===== config.mk =====
export PLATFORM = sky130hd
export DESIGN_NAME = ctc_regs
export DESIGN_NICKNAME = d
export VERILOG_FILES = /design/src/rtl/ctc_pkg.sv /design/src/rtl/ctc_watchdog.sv /design/src/rtl/ctc_regs.sv
export SDC_FILE = /design/constraint.sdc
export NUM_CORES = 1
export LEC_CHECK = 0
export BUFFER_PORTS_ARGS = -buffer_cell sky130_fd_sc_hd__buf_2
export CAP_MARGIN = 40
export CORE_ASPECT_RATIO = 0.6
export CORE_MARGIN = 1.5
export CORE_UTILIZATION = 51
export DETAILED_ROUTE_END_ITERATION = 8
export PLACE_DENSITY = 0.83
export SKIP_CTS_REPAIR_TIMING = 1
export SYNTH_ARGS = -nofsm -noshare
export SYNTH_HDL_FRONTEND = slang
export SYNTH_HIERARCHICAL = 1
export SYNTH_SLANG_ARGS = --single-unit

===== constraint.sdc =====
create_clock -name clk -period 4.4 [get_ports clk]
set_input_delay 0.66 -clock clk [delete_from_list [all_inputs] [get_ports clk]]
set_output_delay 0.66 -clock clk [all_outputs]
set_load 0.02 [all_outputs]

===== src/rtl/ctc_pkg.sv =====
// constants for the clock test, watchdog and low-voltage register block
// assumes a 100 MHz bus clock and an AXI4-Lite master with 32-bit data
package ctc_pkg;
    // register indices, byte address is four times the index
    localparam logic [11:0] IDX_FM_AMP = 12'h03E;
    localparam logic [11:0] IDX_WDOG_ARM = 12'h03F;
    localparam logic [11:0] IDX_LV_CTRL = 12'h2F1;
    localparam logic [11:0] IDX_PIRQ_CTRL = 12'h2F2;
    localparam logic [11:0] IDX_TEST_SEL = 12'h040;
    localparam logic [11:0] IDX_WDOG_CFG = 12'h041;
    localparam int ADDR_W = 14;
    // pll test control fields
    localparam int PT_PFD_EN = 7;
    localparam int PT_CLK_EN = 6;
    localparam int PT_SEL_HI = 5;
    localparam int PT_SEL_LO = 4;
    localparam int PT_MON_DIS = 3;
    localparam int PT_SQW = 2;
    localparam int PT_UP = 1;
    localparam int PT_DN = 0;
    // low-voltage control fields
    localparam int LV_STATUS = 2;
    localparam int LV_IE = 1;
    localparam int LV_FLAG = 0;
    // own configuration fields
    localparam int TS_FM_SEL = 0;
    localparam int WD_WINDOW = 7;
    localparam int WD_RATE_HI = 2;
    // reset values
    localparam logic [7:0] PT_RESET = 8'h00;
    localparam logic [7:0] FM_RESET = 8'h00;
    localparam logic [7:0] PIRQ_RESET = 8'h00;
    localparam logic [7:0] WDCFG_RESET = 8'h00;
    // watchdog keys
    localparam logic [7:0] WD_KEY_FIRST = 8'h55;
    localparam logic [7:0] WD_KEY_SECOND = 8'hAA;
    // triangle modulation step interval in cycles
    localparam logic [7:0] FM_STEP_CYCLES = 8'h10;
    // input settle cycles before the low-voltage status is trusted
    localparam logic [2:0] LV_SETTLE_CYCLES = 3'h5;
    // axi responses
    localparam logic [1:0] RESP_OKAY = 2'h0;
    localparam logic [1:0] RESP_SLVERR = 2'h2;

    typedef enum logic [1:0] {
        SRC_INTERNAL_RC,
        SRC_OSCILLATOR,
        SRC_VCO,
        SRC_VCO_QUARTER
    } ctc_test_src_t;
endpackage : ctc_pkg


===== src/rtl/ctc_watchdog.sv =====
// watchdog timeout counter with 0x55/0xAA restart and window mode
// assumes arm writes arrive as one-cycle pulses on the same clock
`timescale 1ns/10ps
module ctc_watchdog import ctc_pkg::*; #(
    parameter int BASE_LOG2 = 14
) (
    // clock and reset
    input wire logic clk,
    input wire logic rst_n,
    // configuration
    input wire logic [2:0] rateSelect,
    input wire logic windowMode,
    // arm register writes
    input wire logic armWrite,
    input wire logic [7:0] armData,
    // reset request
    output logic resetRequest
);
    if (BASE_LOG2 < 2 || BASE_LOG2 + 7 > 31) begin : g_chk
        $error("watchdog base exponent out of range");
    end

    logic [31:0] count_q;
    logic firstSeen_q;
    logic [31:0] timeoutLen;
    logic enabled;
    logic earlyWrite;
    logic timeout;
    logic badValue;
    logic restart;

    assign enabled = rateSelect != 3'h0;
    assign timeoutLen = 32'h1 << (BASE_LOG2 + int'(rateSelect));
    assign timeout = enabled && !restart && count_q == timeoutLen - 32'h1;
    assign earlyWrite = windowMode && count_q < timeoutLen - (timeoutLen >> 2);
    assign badValue = armData != WD_KEY_FIRST && armData != WD_KEY_SECOND;
    assign restart = enabled && armWrite && !earlyWrite && armData == WD_KEY_SECOND
        && firstSeen_q;

    // timeout counter, held clear while disabled
    always_ff @(posedge clk or negedge rst_n) begin
        if (!rst_n) begin
            count_q <= 32'h0;
        end else if (!enabled || restart || timeout) begin
            count_q <= 32'h0;
        end else begin
            count_q <= count_q + 32'h1;
        end
    end

    // first key remembered until the second arrives
    always_ff @(posedge clk or negedge rst_n) begin
        if (!rst_n) begin
            firstSeen_q <= 1'b0;
        end else if (!enabled || restart || timeout) begin
            firstSeen_q <= 1'b0;
        end else if (armWrite && armData == WD_KEY_FIRST) begin
            firstSeen_q <= 1'b1;
        end
    end

    // one reset request pulse for any cause
    always_ff @(posedge clk or negedge rst_n) begin
        if (!rst_n) begin
            resetRequest <= 1'b0;
        end else begin
            resetRequest <= timeout || (enabled && armWrite && (badValue || earlyWrite));
        end
    end
endmodule : ctc_watchdog


===== src/rtl/ctc_regs.sv =====
// clock test, watchdog arm and low-voltage register block, AXI4-Lite slave
// assumes one bus clock; analog status pins are asynchronous and get synchronised
`timescale 1ns/10ps
module ctc_regs import ctc_pkg::*; #(
    parameter int WDOG_BASE_LOG2 = 14
) (
    // clock and reset
    input wire logic clk,
    input wire logic rst_n,
    // axi4-lite write address and data
    input wire logic [ADDR_W-1:0] s_axi_awaddr,
    input wire logic s_axi_awvalid,
    output logic s_axi_awready,
    input wire logic [31:0] s_axi_wdata,
    input wire logic [3:0] s_axi_wstrb,
    input wire logic s_axi_wvalid,
    output logic s_axi_wready,
    // axi4-lite write response
    output logic [1:0] s_axi_bresp,
    output logic s_axi_bvalid,
    input wire logic s_axi_bready,
    // axi4-lite read
    input wire logic [ADDR_W-1:0] s_axi_araddr,
    input wire logic s_axi_arvalid,
    output logic s_axi_arready,
    output logic [31:0] s_axi_rdata,
    output logic [1:0] s_axi_rresp,
    output logic s_axi_rvalid,
    input wire logic s_axi_rready,
    // asynchronous status pins
    input wire logic specialMode,
    input wire logic oscillatorEnable,
    input wire logic supplyBelowLevel,
    input wire logic fullPerformanceMode,
    // pll and oscillator controls
    output logic pfdDisconnect,
    output logic chargePumpDriveDown,
    output logic chargePumpDriveUp,
    output logic testClockEnable,
    output logic [1:0] testClockSource,
    output logic clockMonitorEnable,
    output logic extSquareWaveEnable,
    output logic [7:0] modulationAmplitudeValue,
    // periodic interrupt control word
    output logic [7:0] periodicIrqControl,
    // low-voltage interrupt and watchdog reset
    output logic lowVoltageIrq,
    output logic watchdogResetRequest
);
    // synchronisers: three flops, change taken when second and third agree
    localparam int NSYNC = 4;
    logic [NSYNC-1:0] pinRaw;
    logic [NSYNC-1:0] pinSync;
    assign pinRaw = {fullPerformanceMode, supplyBelowLevel, oscillatorEnable, specialMode};
    for (genvar i = 0; i < NSYNC; i++) begin : g_sync
        logic [2:0] stage_q;
        logic level_q;
        always_ff @(posedge clk or negedge rst_n) begin
            if (!rst_n) begin
                stage_q <= 3'h0;
                level_q <= 1'b0;
            end else begin
                stage_q <= {stage_q[1:0], pinRaw[i]};
                if (stage_q[1] == stage_q[2]) begin
                    level_q <= stage_q[2];
                end
            end
        end
        assign pinSync[i] = level_q;
    end
    logic specialSync;
    logic oscEnSync;
    logic belowSync;
    logic fpmSync;
    assign specialSync = pinSync[0];
    assign oscEnSync = pinSync[1];
    assign belowSync = pinSync[2];
    assign fpmSync = pinSync[3];

    // write channel capture
    logic awHeld_q;
    logic wHeld_q;
    logic [11:0] wrIdx_q;
    logic [7:0] wrByte_q;
    logic wrLane_q;
    logic wrDo;
    assign wrDo = awHeld_q && wHeld_q && !s_axi_bvalid;

    always_ff @(posedge clk or negedge rst_n) begin
        if (!rst_n) begin
            awHeld_q <= 1'b0;
            s_axi_awready <= 1'b1;
            wrIdx_q <= 12'h000;
        end else if (s_axi_awvalid && s_axi_awready) begin
            awHeld_q <= 1'b1;
            s_axi_awready <= 1'b0;
            wrIdx_q <= s_axi_awaddr[ADDR_W-1:2];
        end else if (wrDo) begin
            awHeld_q <= 1'b0;
        end else if (s_axi_bvalid && s_axi_bready) begin
            s_axi_awready <= 1'b1;
        end
    end

    always_ff @(posedge clk or negedge rst_n) begin
        if (!rst_n) begin
            wHeld_q <= 1'b0;
            s_axi_wready <= 1'b1;
            wrByte_q <= 8'h00;
            wrLane_q <= 1'b0;
        end else if (s_axi_wvalid && s_axi_wready) begin
            wHeld_q <= 1'b1;
            s_axi_wready <= 1'b0;
            wrByte_q <= s_axi_wdata[7:0];
            wrLane_q <= s_axi_wstrb[0];
        end else if (wrDo) begin
            wHeld_q <= 1'b0;
        end else if (s_axi_bvalid && s_axi_bready) begin
            s_axi_wready <= 1'b1;
        end
    end

    function automatic logic mapped(input logic [11:0] idx);
        return idx == IDX_FM_AMP || idx == IDX_WDOG_ARM || idx == IDX_LV_CTRL
            || idx == IDX_PIRQ_CTRL || idx == IDX_TEST_SEL || idx == IDX_WDOG_CFG;
    endfunction : mapped

    always_ff @(posedge clk or negedge rst_n) begin
        if (!rst_n) begin
            s_axi_bvalid <= 1'b0;
            s_axi_bresp <= RESP_OKAY;
        end else if (wrDo) begin
            s_axi_bvalid <= 1'b1;
            s_axi_bresp <= mapped(wrIdx_q) ? RESP_OKAY : RESP_SLVERR;
        end else if (s_axi_bready) begin
            s_axi_bvalid <= 1'b0;
        end
    end

    // per-register write strobes, low byte lane only
    logic wrOk;
    logic wrPllTest;
    logic wrFmAmp;
    logic wrArm;
    logic wrLv;
    logic wrPirq;
    logic wrTestSel;
    logic wrWdCfg;
    logic fmSelect_q;
    assign wrOk = wrDo && wrLane_q;
    assign wrPllTest = wrOk && wrIdx_q == IDX_FM_AMP && !fmSelect_q && specialSync;
    assign wrFmAmp = wrOk && wrIdx_q == IDX_FM_AMP && fmSelect_q && specialSync;
    assign wrArm = wrOk && wrIdx_q == IDX_WDOG_ARM;
    assign wrLv = wrOk && wrIdx_q == IDX_LV_CTRL;
    assign wrPirq = wrOk && wrIdx_q == IDX_PIRQ_CTRL;
    assign wrTestSel = wrOk && wrIdx_q == IDX_TEST_SEL && specialSync;
    assign wrWdCfg = wrOk && wrIdx_q == IDX_WDOG_CFG;

    // pll test control and amplitude storage
    logic [7:0] pllTest_q;
    logic [7:0] fmAmp_q;
    always_ff @(posedge clk or negedge rst_n) begin
        if (!rst_n) begin
            pllTest_q <= PT_RESET;
        end else if (wrPllTest) begin
            pllTest_q <= wrByte_q;
        end
    end

    always_ff @(posedge clk or negedge rst_n) begin
        if (!rst_n) begin
            fmAmp_q <= FM_RESET;
        end else if (wrFmAmp) begin
            fmAmp_q <= wrByte_q;
        end
    end

    always_ff @(posedge clk or negedge rst_n) begin
        if (!rst_n) begin
            fmSelect_q <= 1'b0;
        end else if (wrTestSel) begin
            fmSelect_q <= wrByte_q[TS_FM_SEL];
        end
    end

    always_ff @(posedge clk or negedge rst_n) begin
        if (!rst_n) begin
            periodicIrqControl <= PIRQ_RESET;
        end else if (wrPirq) begin
            periodicIrqControl <= wrByte_q;
        end
    end

    logic [7:0] wdCfg_q;
    always_ff @(posedge clk or negedge rst_n) begin
        if (!rst_n) begin
            wdCfg_q <= WDCFG_RESET;
        end else if (wrWdCfg) begin
            wdCfg_q <= wrByte_q & {1'b1, 4'h0, 3'h7};
        end
    end

    // analog control outputs
    always_ff @(posedge clk or negedge rst_n) begin
        if (!rst_n) begin
            pfdDisconnect <= 1'b0;
            chargePumpDriveDown <= 1'b0;
            chargePumpDriveUp <= 1'b0;
            testClockEnable <= 1'b0;
            testClockSource <= SRC_INTERNAL_RC;
            clockMonitorEnable <= 1'b0;
            extSquareWaveEnable <= 1'b0;
        end else begin
            pfdDisconnect <= pllTest_q[PT_PFD_EN];
            chargePumpDriveDown <= pllTest_q[PT_PFD_EN] && pllTest_q[PT_UP];
            chargePumpDriveUp <= pllTest_q[PT_PFD_EN] && pllTest_q[PT_DN];
            testClockEnable <= pllTest_q[PT_CLK_EN];
            testClockSource <= pllTest_q[PT_SEL_HI:PT_SEL_LO];
            clockMonitorEnable <= oscEnSync && !pllTest_q[PT_MON_DIS];
            extSquareWaveEnable <= pllTest_q[PT_SQW];
        end
    end

    // triangular sweep when the amplitude register is not selected
    logic [7:0] stepCnt_q;
    logic [7:0] tri_q;
    logic triDown_q;
    logic stepTick;
    assign stepTick = stepCnt_q == FM_STEP_CYCLES - 8'h01;
    always_ff @(posedge clk or negedge rst_n) begin
        if (!rst_n) begin
            stepCnt_q <= 8'h00;
        end else begin
            stepCnt_q <= stepTick ? 8'h00 : stepCnt_q + 8'h01;
        end
    end

    always_ff @(posedge clk or negedge rst_n) begin
        if (!rst_n) begin
            tri_q <= 8'h00;
            triDown_q <= 1'b0;
        end else if (stepTick) begin
            if (triDown_q) begin
                tri_q <= tri_q - 8'h01;
                triDown_q <= tri_q != 8'h01;
            end else begin
                tri_q <= tri_q + 8'h01;
                triDown_q <= tri_q == 8'hFE;
            end
        end
    end

    always_ff @(posedge clk or negedge rst_n) begin
        if (!rst_n) begin
            modulationAmplitudeValue <= 8'h00;
        end else begin
            modulationAmplitudeValue <= fmSelect_q ? fmAmp_q : tri_q;
        end
    end

    // low-voltage status, flag and interrupt
    logic [2:0] settle_q;
    logic lvStatus_q;
    logic lvFlag_q;
    logic low_voltage_irq_enable_q;
    logic lvNow;
    logic lvChange;
    assign lvNow = belowSync && fpmSync;
    assign lvChange = settle_q == LV_SETTLE_CYCLES && lvNow != lvStatus_q;

    always_ff @(posedge clk or negedge rst_n) begin
        if (!rst_n) begin
            settle_q <= 3'h0;
            lvStatus_q <= 1'b0;
        end else if (settle_q != LV_SETTLE_CYCLES) begin
            settle_q <= settle_q + 3'h1;
            lvStatus_q <= lvNow;
        end else begin
            lvStatus_q <= lvNow;
        end
    end

    always_ff @(posedge clk or negedge rst_n) begin
        if (!rst_n) begin
            lvFlag_q <= 1'b0;
        end else if (settle_q != LV_SETTLE_CYCLES) begin
            lvFlag_q <= lvNow;
        end else if (lvChange) begin
            lvFlag_q <= 1'b1;
        end else if (wrLv && wrByte_q[LV_FLAG]) begin
            lvFlag_q <= 1'b0;
        end
    end

    always_ff @(posedge clk or negedge rst_n) begin
        if (!rst_n) begin
            low_voltage_irq_enable_q <= 1'b0;
        end else if (wrLv) begin
            low_voltage_irq_enable_q <= wrByte_q[LV_IE];
        end
    end

    always_ff @(posedge clk or negedge rst_n) begin
        if (!rst_n) begin
            lowVoltageIrq <= 1'b0;
        end else begin
            lowVoltageIrq <= low_voltage_irq_enable_q && lvFlag_q;
        end
    end

    // watchdog
    ctc_watchdog #(
        .BASE_LOG2(WDOG_BASE_LOG2)
    ) u_wdog (
        .clk(clk),
        .rst_n(rst_n),
        .rateSelect(wdCfg_q[WD_RATE_HI:0]),
        .windowMode(wdCfg_q[WD_WINDOW]),
        .armWrite(wrArm),
        .armData(wrByte_q),
        .resetRequest(watchdogResetRequest)
    );

    // read channel, one cycle after address accepted
    logic [11:0] rdIdx;
    logic [7:0] rdByte;
    assign rdIdx = s_axi_araddr[ADDR_W-1:2];
    always_comb begin
        rdByte = 8'h00;
        if (rdIdx == IDX_FM_AMP) begin
            rdByte = fmSelect_q ? fmAmp_q : pllTest_q;
        end else if (rdIdx == IDX_LV_CTRL) begin
            rdByte = {5'h00, lvStatus_q, low_voltage_irq_enable_q, lvFlag_q};
        end else if (rdIdx == IDX_PIRQ_CTRL) begin
            rdByte = periodicIrqControl;
        end else if (rdIdx == IDX_TEST_SEL) begin
            rdByte = {7'h00, fmSelect_q};
        end else if (rdIdx == IDX_WDOG_CFG) begin
            rdByte = wdCfg_q;
        end
    end

    always_ff @(posedge clk or negedge rst_n) begin
        if (!rst_n) begin
            s_axi_arready <= 1'b1;
            s_axi_rvalid <= 1'b0;
            s_axi_rdata <= 32'h0000_0000;
            s_axi_rresp <= RESP_OKAY;
        end else if (s_axi_arvalid && s_axi_arready) begin
            s_axi_arready <= 1'b0;
            s_axi_rvalid <= 1'b1;
            s_axi_rdata <= {24'h00_0000, rdByte};
            s_axi_rresp <= mapped(rdIdx) ? RESP_OKAY : RESP_SLVERR;
        end else if (s_axi_rvalid && s_axi_rready) begin
            s_axi_rvalid <= 1'b0;
            s_axi_arready <= 1'b1;
        end
    end
endmodule : ctc_regs


### Word-level counts from Yosys, hierarchy flattened

Index checks and enable logic that the tools add are counted.

* $add $sub $neg: 8
* order comparisons: 1
* equality and inequality tests: 29
* shift-type cells: 1
* mux-type cells: 31
* reduce and logical (&&, ||, !) cells: 67

Operators by type and width (count)
* 2-to-1 mux 8 bit: 9
* == test 12 x 10 -> 1 bit, second input constant: 4
* == test 12 x 6 -> 1 bit, second input constant: 4
* == test 12 x 7 -> 1 bit, second input constant: 4
* logical AND 1 bit: 36
* adder 32 x 1 -> 32 bit, second input constant: 1
* == test 32 bit: 1
* less-than comparator 32 bit: 1
* 2-to-1 mux 32 bit: 1
* << shifter 1 x 32 -> 32 bit, first input constant: 1
* subtractor 32 x 1 -> 32 bit, second input constant: 1
* subtractor 32 x 30 -> 32 bit: 1
* 2-to-1 mux 1 bit: 19
* adder 8 x 1 -> 8 bit, second input constant: 2
* == test 8 bit, second input constant: 2
* logical OR 1 bit: 14
* nonzero test 2 bit: 7
* == test 8 x 4 -> 1 bit, second input constant: 1
* == test 8 x 7 -> 1 bit, second input constant: 1
* != test 8 x 1 -> 1 bit, second input constant: 1
* != test 8 x 7 -> 1 bit, second input constant: 1
* != test 8 bit, second input constant: 1
* subtractor 8 x 1 -> 8 bit, second input constant: 1
* logical NOT 1 bit: 6
* 10 further kinds: 17

* bits in registers: 159
* bits of input ports: 75
* output and inout bits: 67
* logic and storage cells: 182

### Longest topological paths before layout

Gate-level depths: netlist of run 1.

* depth after elaboration: 14
* gate-level depth with buffers: 22
* depth with buffers taken out: 18

### By module

The synthesis of run 1 kept the hierarchy.

Modules (own cells, without submodules)
* ctc_regs: times used 1, cells an instance 441, area an instance 5275.1 sq um, seq. area each 3081.7 sq um
* ctc_watchdog: times used 1, cells an instance 341, area an instance 2997.9 sq um, seq. area each 850.8 sq um

### Worst setup path before layout of run 1

OpenSTA, ideal clock, no wires.

* path kind: register -> register
* from: register wdCfg_q[1]
* to: register u_wdog.count_q[23]
* library setup time: 0.119 ns
* data arrival time: 4.509 ns
* required time: 4.281 ns
* setup slack: -0.228 ns
* cell stages (with the launch flop): 22
* buffers on the path: 4
* clock period less this slack: 4.628 ns
* cells stage by stage: dfrtp_1 > clkbuf_1 > inv_1 > ha_1 > clkbuf_1 > clkbuf_1 > nor2b_1 > nand3_1 > ha_1 > a21o_1 > a21oi_1 > nor2_1 > a211oi_1 > o211ai_1 > xnor2_1 > ha_1 > or4bb_1 > nor4_2 > a31oi_2 > o211ai_4 > buf_6 > nor2_2

* cells in the longest elaborated chain, start to end: 14
* elaborated cells between the ends (all ways): 20
* those cells by class: 3 x add/sub; 1 x order compare; 1 x eq/ne; 1 x shift; 1 x mux; 13 x reduce/logical

RTL lines
* from (decl): line ctc_regs.sv:194 `logic [7:0] wdCfg_q;`
* from (signal assigned): line ctc_regs.sv:199 `wdCfg_q <= wrByte_q & {1'b1, 4'h0, 3'h7};`
* adder 4 x 3 -> 5 bit: line ctc_watchdog.sv:33 `assign timeoutLen = 32'h1 << (BASE_LOG2 + int'(rateSelect));`
* << shifter 1 x 32 -> 32 bit: line ctc_watchdog.sv:33
* subtractor 32 x 30 -> 32 bit: line ctc_watchdog.sv:35 `assign earlyWrite = windowMode && count_q < timeoutLen - (timeoutLen >> 2);`
* less-than comparator 32 bit: line ctc_watchdog.sv:35
* logical AND 1 bit: line ctc_watchdog.sv:35
* logical NOT 1 bit: line ctc_watchdog.sv:37 `assign restart = enabled && armWrite && !earlyWrite && armData == WD_KEY_SECOND`
* logical AND 1 bit (2 in series): line ctc_watchdog.sv:37
* logical AND 1 bit: line ctc_watchdog.sv:38 `&& firstSeen_q;`
* logical NOT 1 bit: line ctc_watchdog.sv:34 `assign timeout = enabled && !restart && count_q == timeoutLen - 32'h1;`
* logical AND 1 bit (2 in series): line ctc_watchdog.sv:34
* logical OR 1 bit (*): line ctc_watchdog.sv:44 `end else if (!enabled || restart || timeout) begin`
* 2-to-1 mux 32 bit (*): line ctc_watchdog.sv:44
* to (signal assigned): line ctc_watchdog.sv:47 `count_q <= count_q + 32'h1;`
* to (decl): line ctc_watchdog.sv:23 `logic [31:0] count_q;`

Mark *: on every way between the ends. The rest lies on a longest branch, timed or not.
A chain may end at the register's enable or synchronous reset.

### Final worst setup path of run 1

* from: register wdCfg_q[1]
* to: register u_wdog.count_q[18]

Same word-level chain as after synthesis.

==> run_results.csv, run 1 <==
group,metric,value,unit
outcome,status,"complete, no violations",
grt,grt_pass1_vias,5960,
critical_path,r2r_end,"u_wdog/count_q[18]$_DFF_PN0_",
logic_synthesis,synthTopCellsByCount,"dfrtp_1, nand2_1, nor2_1",
critical_path,cp_top_family,"simple AND/OR/NAND/NOR gates",
critical_path,timing.rr.start,"wdCfg_q[1]$_DFFE_PN0P_",
critical_path,crit_chain,"inv_2, buf_6, ha_4, nor2b_4, buf_4, nand2_2, ha_4, a21o_1, a21oi_2, nor2_1, a211oi_2, o211ai_1, xnor2_1, ha_1, or4bb_4, nor4_4, a31oi_4, o211ai_4, clkbuf_16, nor2_2",
timing,relSlewSlack,38.4,%
power_and_ir_drop,p_leak,4.54,nW
final_layout,multi_input_area,0.00424,sq mm
logic_synthesis,synth-edff-count,0,
power_and_ir_drop,pwr-share-comb,12.9,%
cts,clk_pin_slew,0.08,ns
logic_synthesis,synth_area,0.00827,sq mm
detailed_routing,drt_first_pass_iters,5,
logic_synthesis,yosys_warnings,6,
logic_synthesis,synthCells,782,
detailed_routing,num_vias,6176,
logic_synthesis,ys_seq_elements,157,
power_and_ir_drop,p_total,3.71,mW
final_layout,layout.nets,1013,
critical_path,start_kind,"flip-flop",
grt,grt_max_degree,102,
cts,cts.sinks,157,
critical_path,required,4.71,ns
floorplan,die_x,167,microns
floorplan,row_count,35,
cts,cts.path.max_buffers,2,
power_and_ir_drop,seq_power_share,48.7,%
timing,fin_crit,4.21,ns
power_and_ir_drop,clock_power_share,38.4,%
cts,worst_skew_pair.late_latency,0.44,ns
timing,worst_slew_pin_slew,0.917,ns
final_layout,post-route-util,62.7,%
logic_synthesis,netlist.area_leader.share,46.6,%
cts,tritoncts,"built",
logic_synthesis,yosysSeqAreaShare,47.5,%
placement,dp_cells,1072,
timing,setup_viol,0,
floorplan,ios,142,
placement,io_buffer_count,84,
critical_path,cpPeakStageDelay,0.49,ns
detailed_routing,first_iter_violations,470,
timing,skew,0.0177,ns
logic_synthesis,ys_types,68,
final_layout,syn2layout_area_growth,18.2,%
critical_path,rrSetupSlack,0.19,ns
grt,grtUsageTotal,23.0,%
critical_path,cp_slowest_cell,"or4bb_4",
critical_path,crit_buf_inv,4,
floorplan,dieArea,0.0170,sq mm
placement,dp_hpwl,13100,microns
detailed_routing,drc,0,
power_and_ir_drop,power.density,380,mW/mm^2
job,max_cap_violations,0,
power_and_ir_drop,power.switching,1.13,mW
critical_path,worstSetupPathType,"flip-flop to flip-flop",
final_layout,seqCellArea,0.00393,sq mm
final_layout,drive_above_1_share,28.5,%
cts,cts_buffers,17,
critical_path,crit_top_cell,"ha_4",
min_path,hold_path_class,"input pin to async pin",
logic_synthesis,synth_most_common_cell,"dfrtp_1",
detailed_routing,wl,18900,microns
critical_path,critical_path_arrival,4.52,ns
grt,grt_antenna_before_repair,2,
cts,cts-root-buf,"clkbuf_16",
critical_path,r2r_cells,20,
placement,gp_congestion,0.882,
detailed_routing,viasPerCell,5.55,
logic_synthesis,postSynthAreaPerCell,10.6,sq um
floorplan,initial_core_util,53.1,%
detailed_routing,ant_nets,0,
power_and_ir_drop,p_int,2.58,mW
cts,htreeDepth,4,
floorplan,core,0.0156,sq mm
power_and_ir_drop,swShare,30.5,%
logic_synthesis,async_flop_share,100,%
critical_path,cp_max_fo,7,
timing,hold_viol_final,0,
floorplan,die_h,102,microns
logic_synthesis,ys_top_cells_by_area,"dfrtp_1, mux2_2, ha_1, xor2_1, nand2_1",
power_and_ir_drop,ir_drop,0.265,mV
logic_synthesis,synth.largest_area_cell,"dfrtp_1",
final_layout,num-fill-cells,1239,
timing,fmax,238,MHz
timing,maxSlewViolCount,0,
critical_path,cp-end-kind,"flip-flop",
logic_synthesis,synth_flop_cell,"dfrtp_1",
timing,period_share,95.7,%
final_layout,final_cells,1113,
grt,grt_first_pass_wirelength,30300,microns
detailed_routing,routedWlPerCell,16.9,microns
grt,overflow,0,
==> cells in the final DEF, fill, tap and decap left out, types with 4 or more instances in the layout <==
master / n
nor2_2: 21
a221oi_1: 7
nand2b_1: 7
ha_4: 8
inv_1: 36
nor2_1: 58
conb_1: 39
mux2_2: 52
xor2_1: 33
nor3b_1: 5
a21o_1: 6
nor4_1: 6
buf_4: 14
nand4_1: 11
dfrtp_1: 153
clkbuf_16: 18
xnor2_1: 21
o21ai_0: 33
nor2b_1: 9
and2_1: 4
ha_1: 34
nand2_1: 64
nor4bb_1: 4
buf_2: 84
a22o_1: 4
inv_6: 4
a21oi_1: 14
maj3_1: 4
nand3_1: 29
and3_1: 8
mux2i_1: 6
nor3_1: 10
and4_1: 5
==> routing by layer <==
metal	up-vias	share of wire, %	GRT usage (%)
met1	2994	48	34.1
met3	35	8.4	4.65
met2	250	42	33.1
li1	2897	-	-
met5	-	0	0
met4	0	1.9	8.73
==> worst reg2reg max path, cell delays in order, from the launching register on <==
cell and delay [ns]:
dfrtp_2 0.41, inv_2 0.09, buf_6 0.13, ha_4 0.15, nor2b_4 0.15, buf_4 0.13
nand2_2 0.08, ha_4 0.19, a21o_1 0.16, a21oi_2 0.14, nor2_1 0.08, a211oi_2 0.15
o211ai_1 0.16, xnor2_1 0.17, ha_1 0.31, or4bb_4 0.49, nor4_4 0.34, a31oi_4 0.15
o211ai_4 0.34, clkbuf_16 0.23, nor2_2 0.04
==> through the flow <==
stage	area (sq um)	hold WS [ns]	setup slack, ns	TNS, ns
finish	9780	0.172	0.191	0
global placement	8920	0.333	0.163	0
CTS	9500	0.198	0.0649	0
floorplan	8420	0.331	0.0416	0
detailed placement	8920	0.338	0.123	0
global route	9770	0.218	-0.0578	-1.36
==> kinds of logic (layout without fill, tap and decap cells) <==
family	Yosys count	count (layout)	synth area share (%)
other	3	41	0.136
buffers and inverters	85	175	5.35
multiplexers	58	58	7.80
XOR/XNOR	54	54	5.72
AO/OA/AOI/OAI	98	98	7.96
AND/OR/NAND/NOR	280	280	18.4
flip-flops	157	157	47.5
adder cells (fa/ha/maj)	47	47	7.08
==> worst max-delay path by stage <==
stage                                 startpoint                           end  cells past startpoint
after global placement    wdCfg_q[1]$_DFFE_PN0P_   u_wdog/count_q[3]$_DFF_PN0_                     19
after CTS                 wdCfg_q[1]$_DFFE_PN0P_  u_wdog/count_q[12]$_DFF_PN0_                     19
after floorplan           wdCfg_q[1]$_DFFE_PN0P_  u_wdog/count_q[23]$_DFF_PN0_                     20
after detailed placement  wdCfg_q[1]$_DFFE_PN0P_  u_wdog/count_q[12]$_DFF_PN0_                     19
final                     wdCfg_q[1]$_DFFE_PN0P_  u_wdog/count_q[18]$_DFF_PN0_                     20
after global routing      wdCfg_q[1]$_DFFE_PN0P_  u_wdog/count_q[16]$_DFF_PN0_                     18
==> registers in the layout, summed over array words and instances, names as in the netlist, 2 cells and up <==
name                      count
settle_q                      3
tri_q                         8
periodicIrqControl            8
wrByte_q                      8
stepCnt_q                     8
u_wdog/count_q               32
pllTest_q                     8
wrIdx_q                      12
s_axi_rdata                   8
testClockSource               2
g_sync.stage_q               12
wdCfg_q                       4
g_sync.level_q                2
fmAmp_q                       8
modulationAmplitudeValue      8
==> power groups by stage <==
| stage | sequential (mW) | clock [mW] | combinational (mW) |
|---|---|---|---|
| after CTS | 1.80 | 1.44 | 0.473 |
| final | 1.81 | 1.42 | 0.481 |
| after floorplan | 1.80 | 0 | 0.287 |
| after global routing | 1.83 | 1.50 | 0.527 |
| after global placement | 1.81 | 0 | 0.454 |
| after detailed placement | 1.82 | 0 | 0.469 |
==> area by class of cell <==
| type | count | share of cell area [%] |
|---|---|---|
| clock buffer | 17 | 4.35 |
| tap | 203 | 2.60 |
| inverter | 39 | 1.50 |
| sequential | 157 | 40.2 |
| clock inverter | 15 | 1.59 |
| multi-input combinational | 576 | 43.3 |
| timing repair buffer | 104 | 6.38 |
| antenna | 2 | 0.0512 |
No activity file was read; power rests on OpenSTA's default activity.
==> run 2, diff against run 1 <==
- CORE_UTILIZATION: 51 -> 52
- PLACE_DENSITY: 0.83 -> 0.84
- SYNTH_HIERARCHICAL: 1 -> unset
- TNS_END_PERCENT: unset -> 1
==> run 2 against run 1 <==
Net effect: critical path type unchanged; die area rose by 6.5%; routed wire length rose by 35%; core utilization rose by 2.2 points; first-iteration DRC count rose by 79%; the run now ends with setup timing left.
==> run_results.csv, run 2 <==
group,metric,value,unit
outcome,status,"finished, violations left",
outcome,violations,"setup timing",
logic_synthesis,synth_flop_cell,"dfrtp_1",
logic_synthesis,ys_types,72,
timing,finalWorstSetupSlack,-0.136,ns
logic_synthesis,synth.largest_area_cell,"dfrtp_1",
placement,gp_congestion,0.908,
timing,hold_viol_final,0,
timing,relSlewSlack,46.2,%
final_layout,layout_commonest_cell,"dfrtp_1",
timing,fmax,220,MHz
critical_path,worst-path-stages,23,
grt,overflow,0,
final_layout,reg_top3,"u_wdog.count_q (32), g_sync.stage_q (12), wrIdx_q (12)",
floorplan,die_h,105,microns
final_layout,num-fill-cells,1251,
detailed_routing,viasPerCell,5.98,
floorplan,dieArea,0.0181,sq mm
critical_path,cp_slowest_cell,"dfrtp_2",
logic_synthesis,synth_most_common_cell,"dfrtp_1",
critical_path,cp_top_family,"compound AO/OA/AOI/OAI gates",
power_and_ir_drop,power.density,337,mW/mm^2
logic_synthesis,ys_seq_elements,157,
job,max_cap_violations,0,
timing,maxSlewViolCount,0,
detailed_routing,ant_nets,0,
timing,rsz0062_at_grt,"true",
timing,worst_slew_pin_slew,0.805,ns
timing,setup_viol,23,
logic_synthesis,synth_area,0.00900,sq mm
critical_path,cpPeakStageDelay,0.38,ns
power_and_ir_drop,p_total,3.73,mW
power_and_ir_drop,p_leak,5.24,nW
grt,grtUsageTotal,25.7,%
logic_synthesis,yosysSeqAreaShare,43.7,%
min_path,hold_path_class,"input pin to async pin",
final_layout,top_register,"u_wdog.count_q",
critical_path,crit_chain,"inv_2, ha_4, inv_4, nor2_4, nand2_2, inv_2, ha_4, a21o_1, a21o_1, a221oi_4, buf_4, buf_4, mux2i_1, nand3_4, ha_4, and4_4, nand4_1, nor3_2, a21oi_2, buf_4, o211ai_4, clkbuf_16, nor2_1",
floorplan,row_count,37,
floorplan,initial_core_util,52.8,%
final_layout,layout.nets,1195,
critical_path,start_kind,"flip-flop",
floorplan,core,0.0170,sq mm
critical_path,required,4.72,ns
floorplan,die_x,173,microns
critical_path,r2r_cells,23,
final_layout,layout_common_cells,"dfrtp_1, nand2_1, buf_2",
final_layout,insertedDiodeCount,0,
cts,tritoncts,"built",
logic_synthesis,synthTopCellsByCount,"dfrtp_1, nand2_1, nor2_1",
detailed_routing,routedWlPerCell,19.5,microns
final_layout,largest_register_ffs,32,
grt,grt_antenna_before_repair,0,
critical_path,crit_buf_inv,7,
logic_synthesis,synthCells,906,
floorplan,ios,142,
timing,skew,0.0106,ns
grt,grt_pass1_vias,7102,
placement,io_buffer_count,84,
final_layout,post-route-util,65.0,%
grt,grt_max_degree,79,
power_and_ir_drop,ir_drop,0.240,mV
logic_synthesis,synth-edff-count,0,
cts,htreeDepth,4,
logic_synthesis,ys_top_cells_by_area,"dfrtp_1, ha_1, mux2_2, nand2_1, nor2_1",
critical_path,cp-end-kind,"flip-flop",
detailed_routing,num_vias,7787,
logic_synthesis,postSynthAreaPerCell,9.93,sq um
detailed_routing,drc,0,
grt,grt_first_pass_wirelength,36800,microns
logic_synthesis,netlist.area_leader.share,42.8,%
cts,cts.sinks,157,
placement,post-place-ws,-0.297,ns
detailed_routing,first_iter_violations,840,
timing,period_share,103,%
cts,cts.path.max_buffers,2,
critical_path,worstSetupPathType,"flip-flop to flip-flop",
critical_path,critical_path_arrival,4.85,ns
timing,fin_crit,4.54,ns
final_layout,drive_above_1_share,27.7,%
cts,worst_skew_pair.late_latency,0.43,ns
final_layout,syn2layout_area_growth,23.0,%
detailed_routing,drt_first_pass_iters,5,
cts,cts-root-buf,"clkbuf_16",
placement,dp_hpwl,16100,microns
detailed_routing,wl,25500,microns
logic_synthesis,async_flop_share,100,%
critical_path,cp_max_fo,6,
cts,clk_pin_slew,0.07,ns
cts,cts_buffers,17,
logic_synthesis,yosys_warnings,0,
run 2: cell types whose count changed in the layout (fill, tap and decap cells not counted), moves of 5 or more:
cell      before  now
a21oi_1       14   30
buf_4         14   44
ha_1          34   55
mux2i_1        6   11
nand2_1       64   91
nand2b_1       7   14
nand3_1       29   38
nor2_1        58   65
nor2_2        21   16
or3_1          3    9
xnor2_1       21   26
run 2: through the flow:
stage | area [sq um] | hold slack, ns | cells | TNS [ns]
final | 11100 | 0.0526 | 1303 | -2.45
after global routing | 11100 | 0.0585 | 1303 | -5.65
after CTS | 10600 | 0.0550 | 1292 | -10.30
after detailed placement | 9970 | 0.335 | 1260 | -8.83
after global placement | 9940 | 0.332 | 1259 | -4.66
after floorplan | 9180 | 0.331 | 947 | 0
run 2: layer usage:
layer  vias up  track usage, %  routed length, microns
li1       3414               -                       -
met4         0            6.83                     758
met1      3765            36.9                   10800
met5         -               0                       0
met2       512            37.8                   11300
met3        96            7.86                    2580
run 2: cell families (layout without fill, tap and decap cells):
logic type / after synthesis / in the layout / share of synthesized area, %
flip-flops: 157 / 157 / 43.7
buffers and inverters: 93 / 215 / 5.21
AO/OA/AOI/OAI: 130 / 130 / 9.48
other: 2 / 43 / 0.0834
adder cells (fa/ha/maj): 68 / 68 / 9.43
AND/OR/NAND/NOR: 327 / 327 / 17.8
XOR/XNOR: 64 / 64 / 6.31
multiplexers: 65 / 65 / 7.97
run 2: cell type report:
type	count	area, sq um	share of cell area (%)
Clock buffer	17	425	3.84
Clock inverter	15	171	1.55
Multi-Input combinational cell	697	5120	46.3
Sequential cell	157	3930	35.5
Timing Repair Buffer	138	947	8.56
Tap cell	234	293	2.65
Inverter	45	171	1.55
run 2: final timing paths:
| check | start | endpoint | slack (ns) |
|---|---|---|---|
| setup reg to reg | wdCfg_q[1]$_DFFE_PN0P_ | u_wdog.count_q[16]$_DFF_PN0_ | -0.14 |
| hold / removal | rst_n | tri_q[4]$_DFFE_PN0N_ | 0.05 |
| hold reg to reg | g_sync[3].stage_q[0]$_DFF_PN0_ | g_sync[3].stage_q[1]$_DFF_PN0_ | 0.35 |
| min in group clk | supplyBelowLevel | g_sync[2].stage_q[0]$_DFF_PN0_ | 0.33 |
| max in group asynchronous | rst_n | s_axi_awready$_DFFE_PN1P_ | 3.29 |
| setup / recovery | wdCfg_q[1]$_DFFE_PN0P_ | u_wdog.count_q[16]$_DFF_PN0_ | -0.14 |
run 2: report_power, final:
part | switching (mW) | total (mW) | leakage [nW] | internal (mW)
combinational | 0.239 | 0.454 | 2.89 | 0.215
clock | 0.697 | 1.51 | 0.288 | 0.812
sequential | 0.190 | 1.76 | 2.05 | 1.57
run 2: worst reg2reg max path, delay by kind of cell, from the launching register on:
kind	cells	cell delay, ns
AOI/OAI and AO/OA	5	1.10
adders and majority gates	3	0.85
buffers and inverters	7	0.84
DFF	1	0.38
muxes	1	0.27
and+or+nand+nor	7	0.98
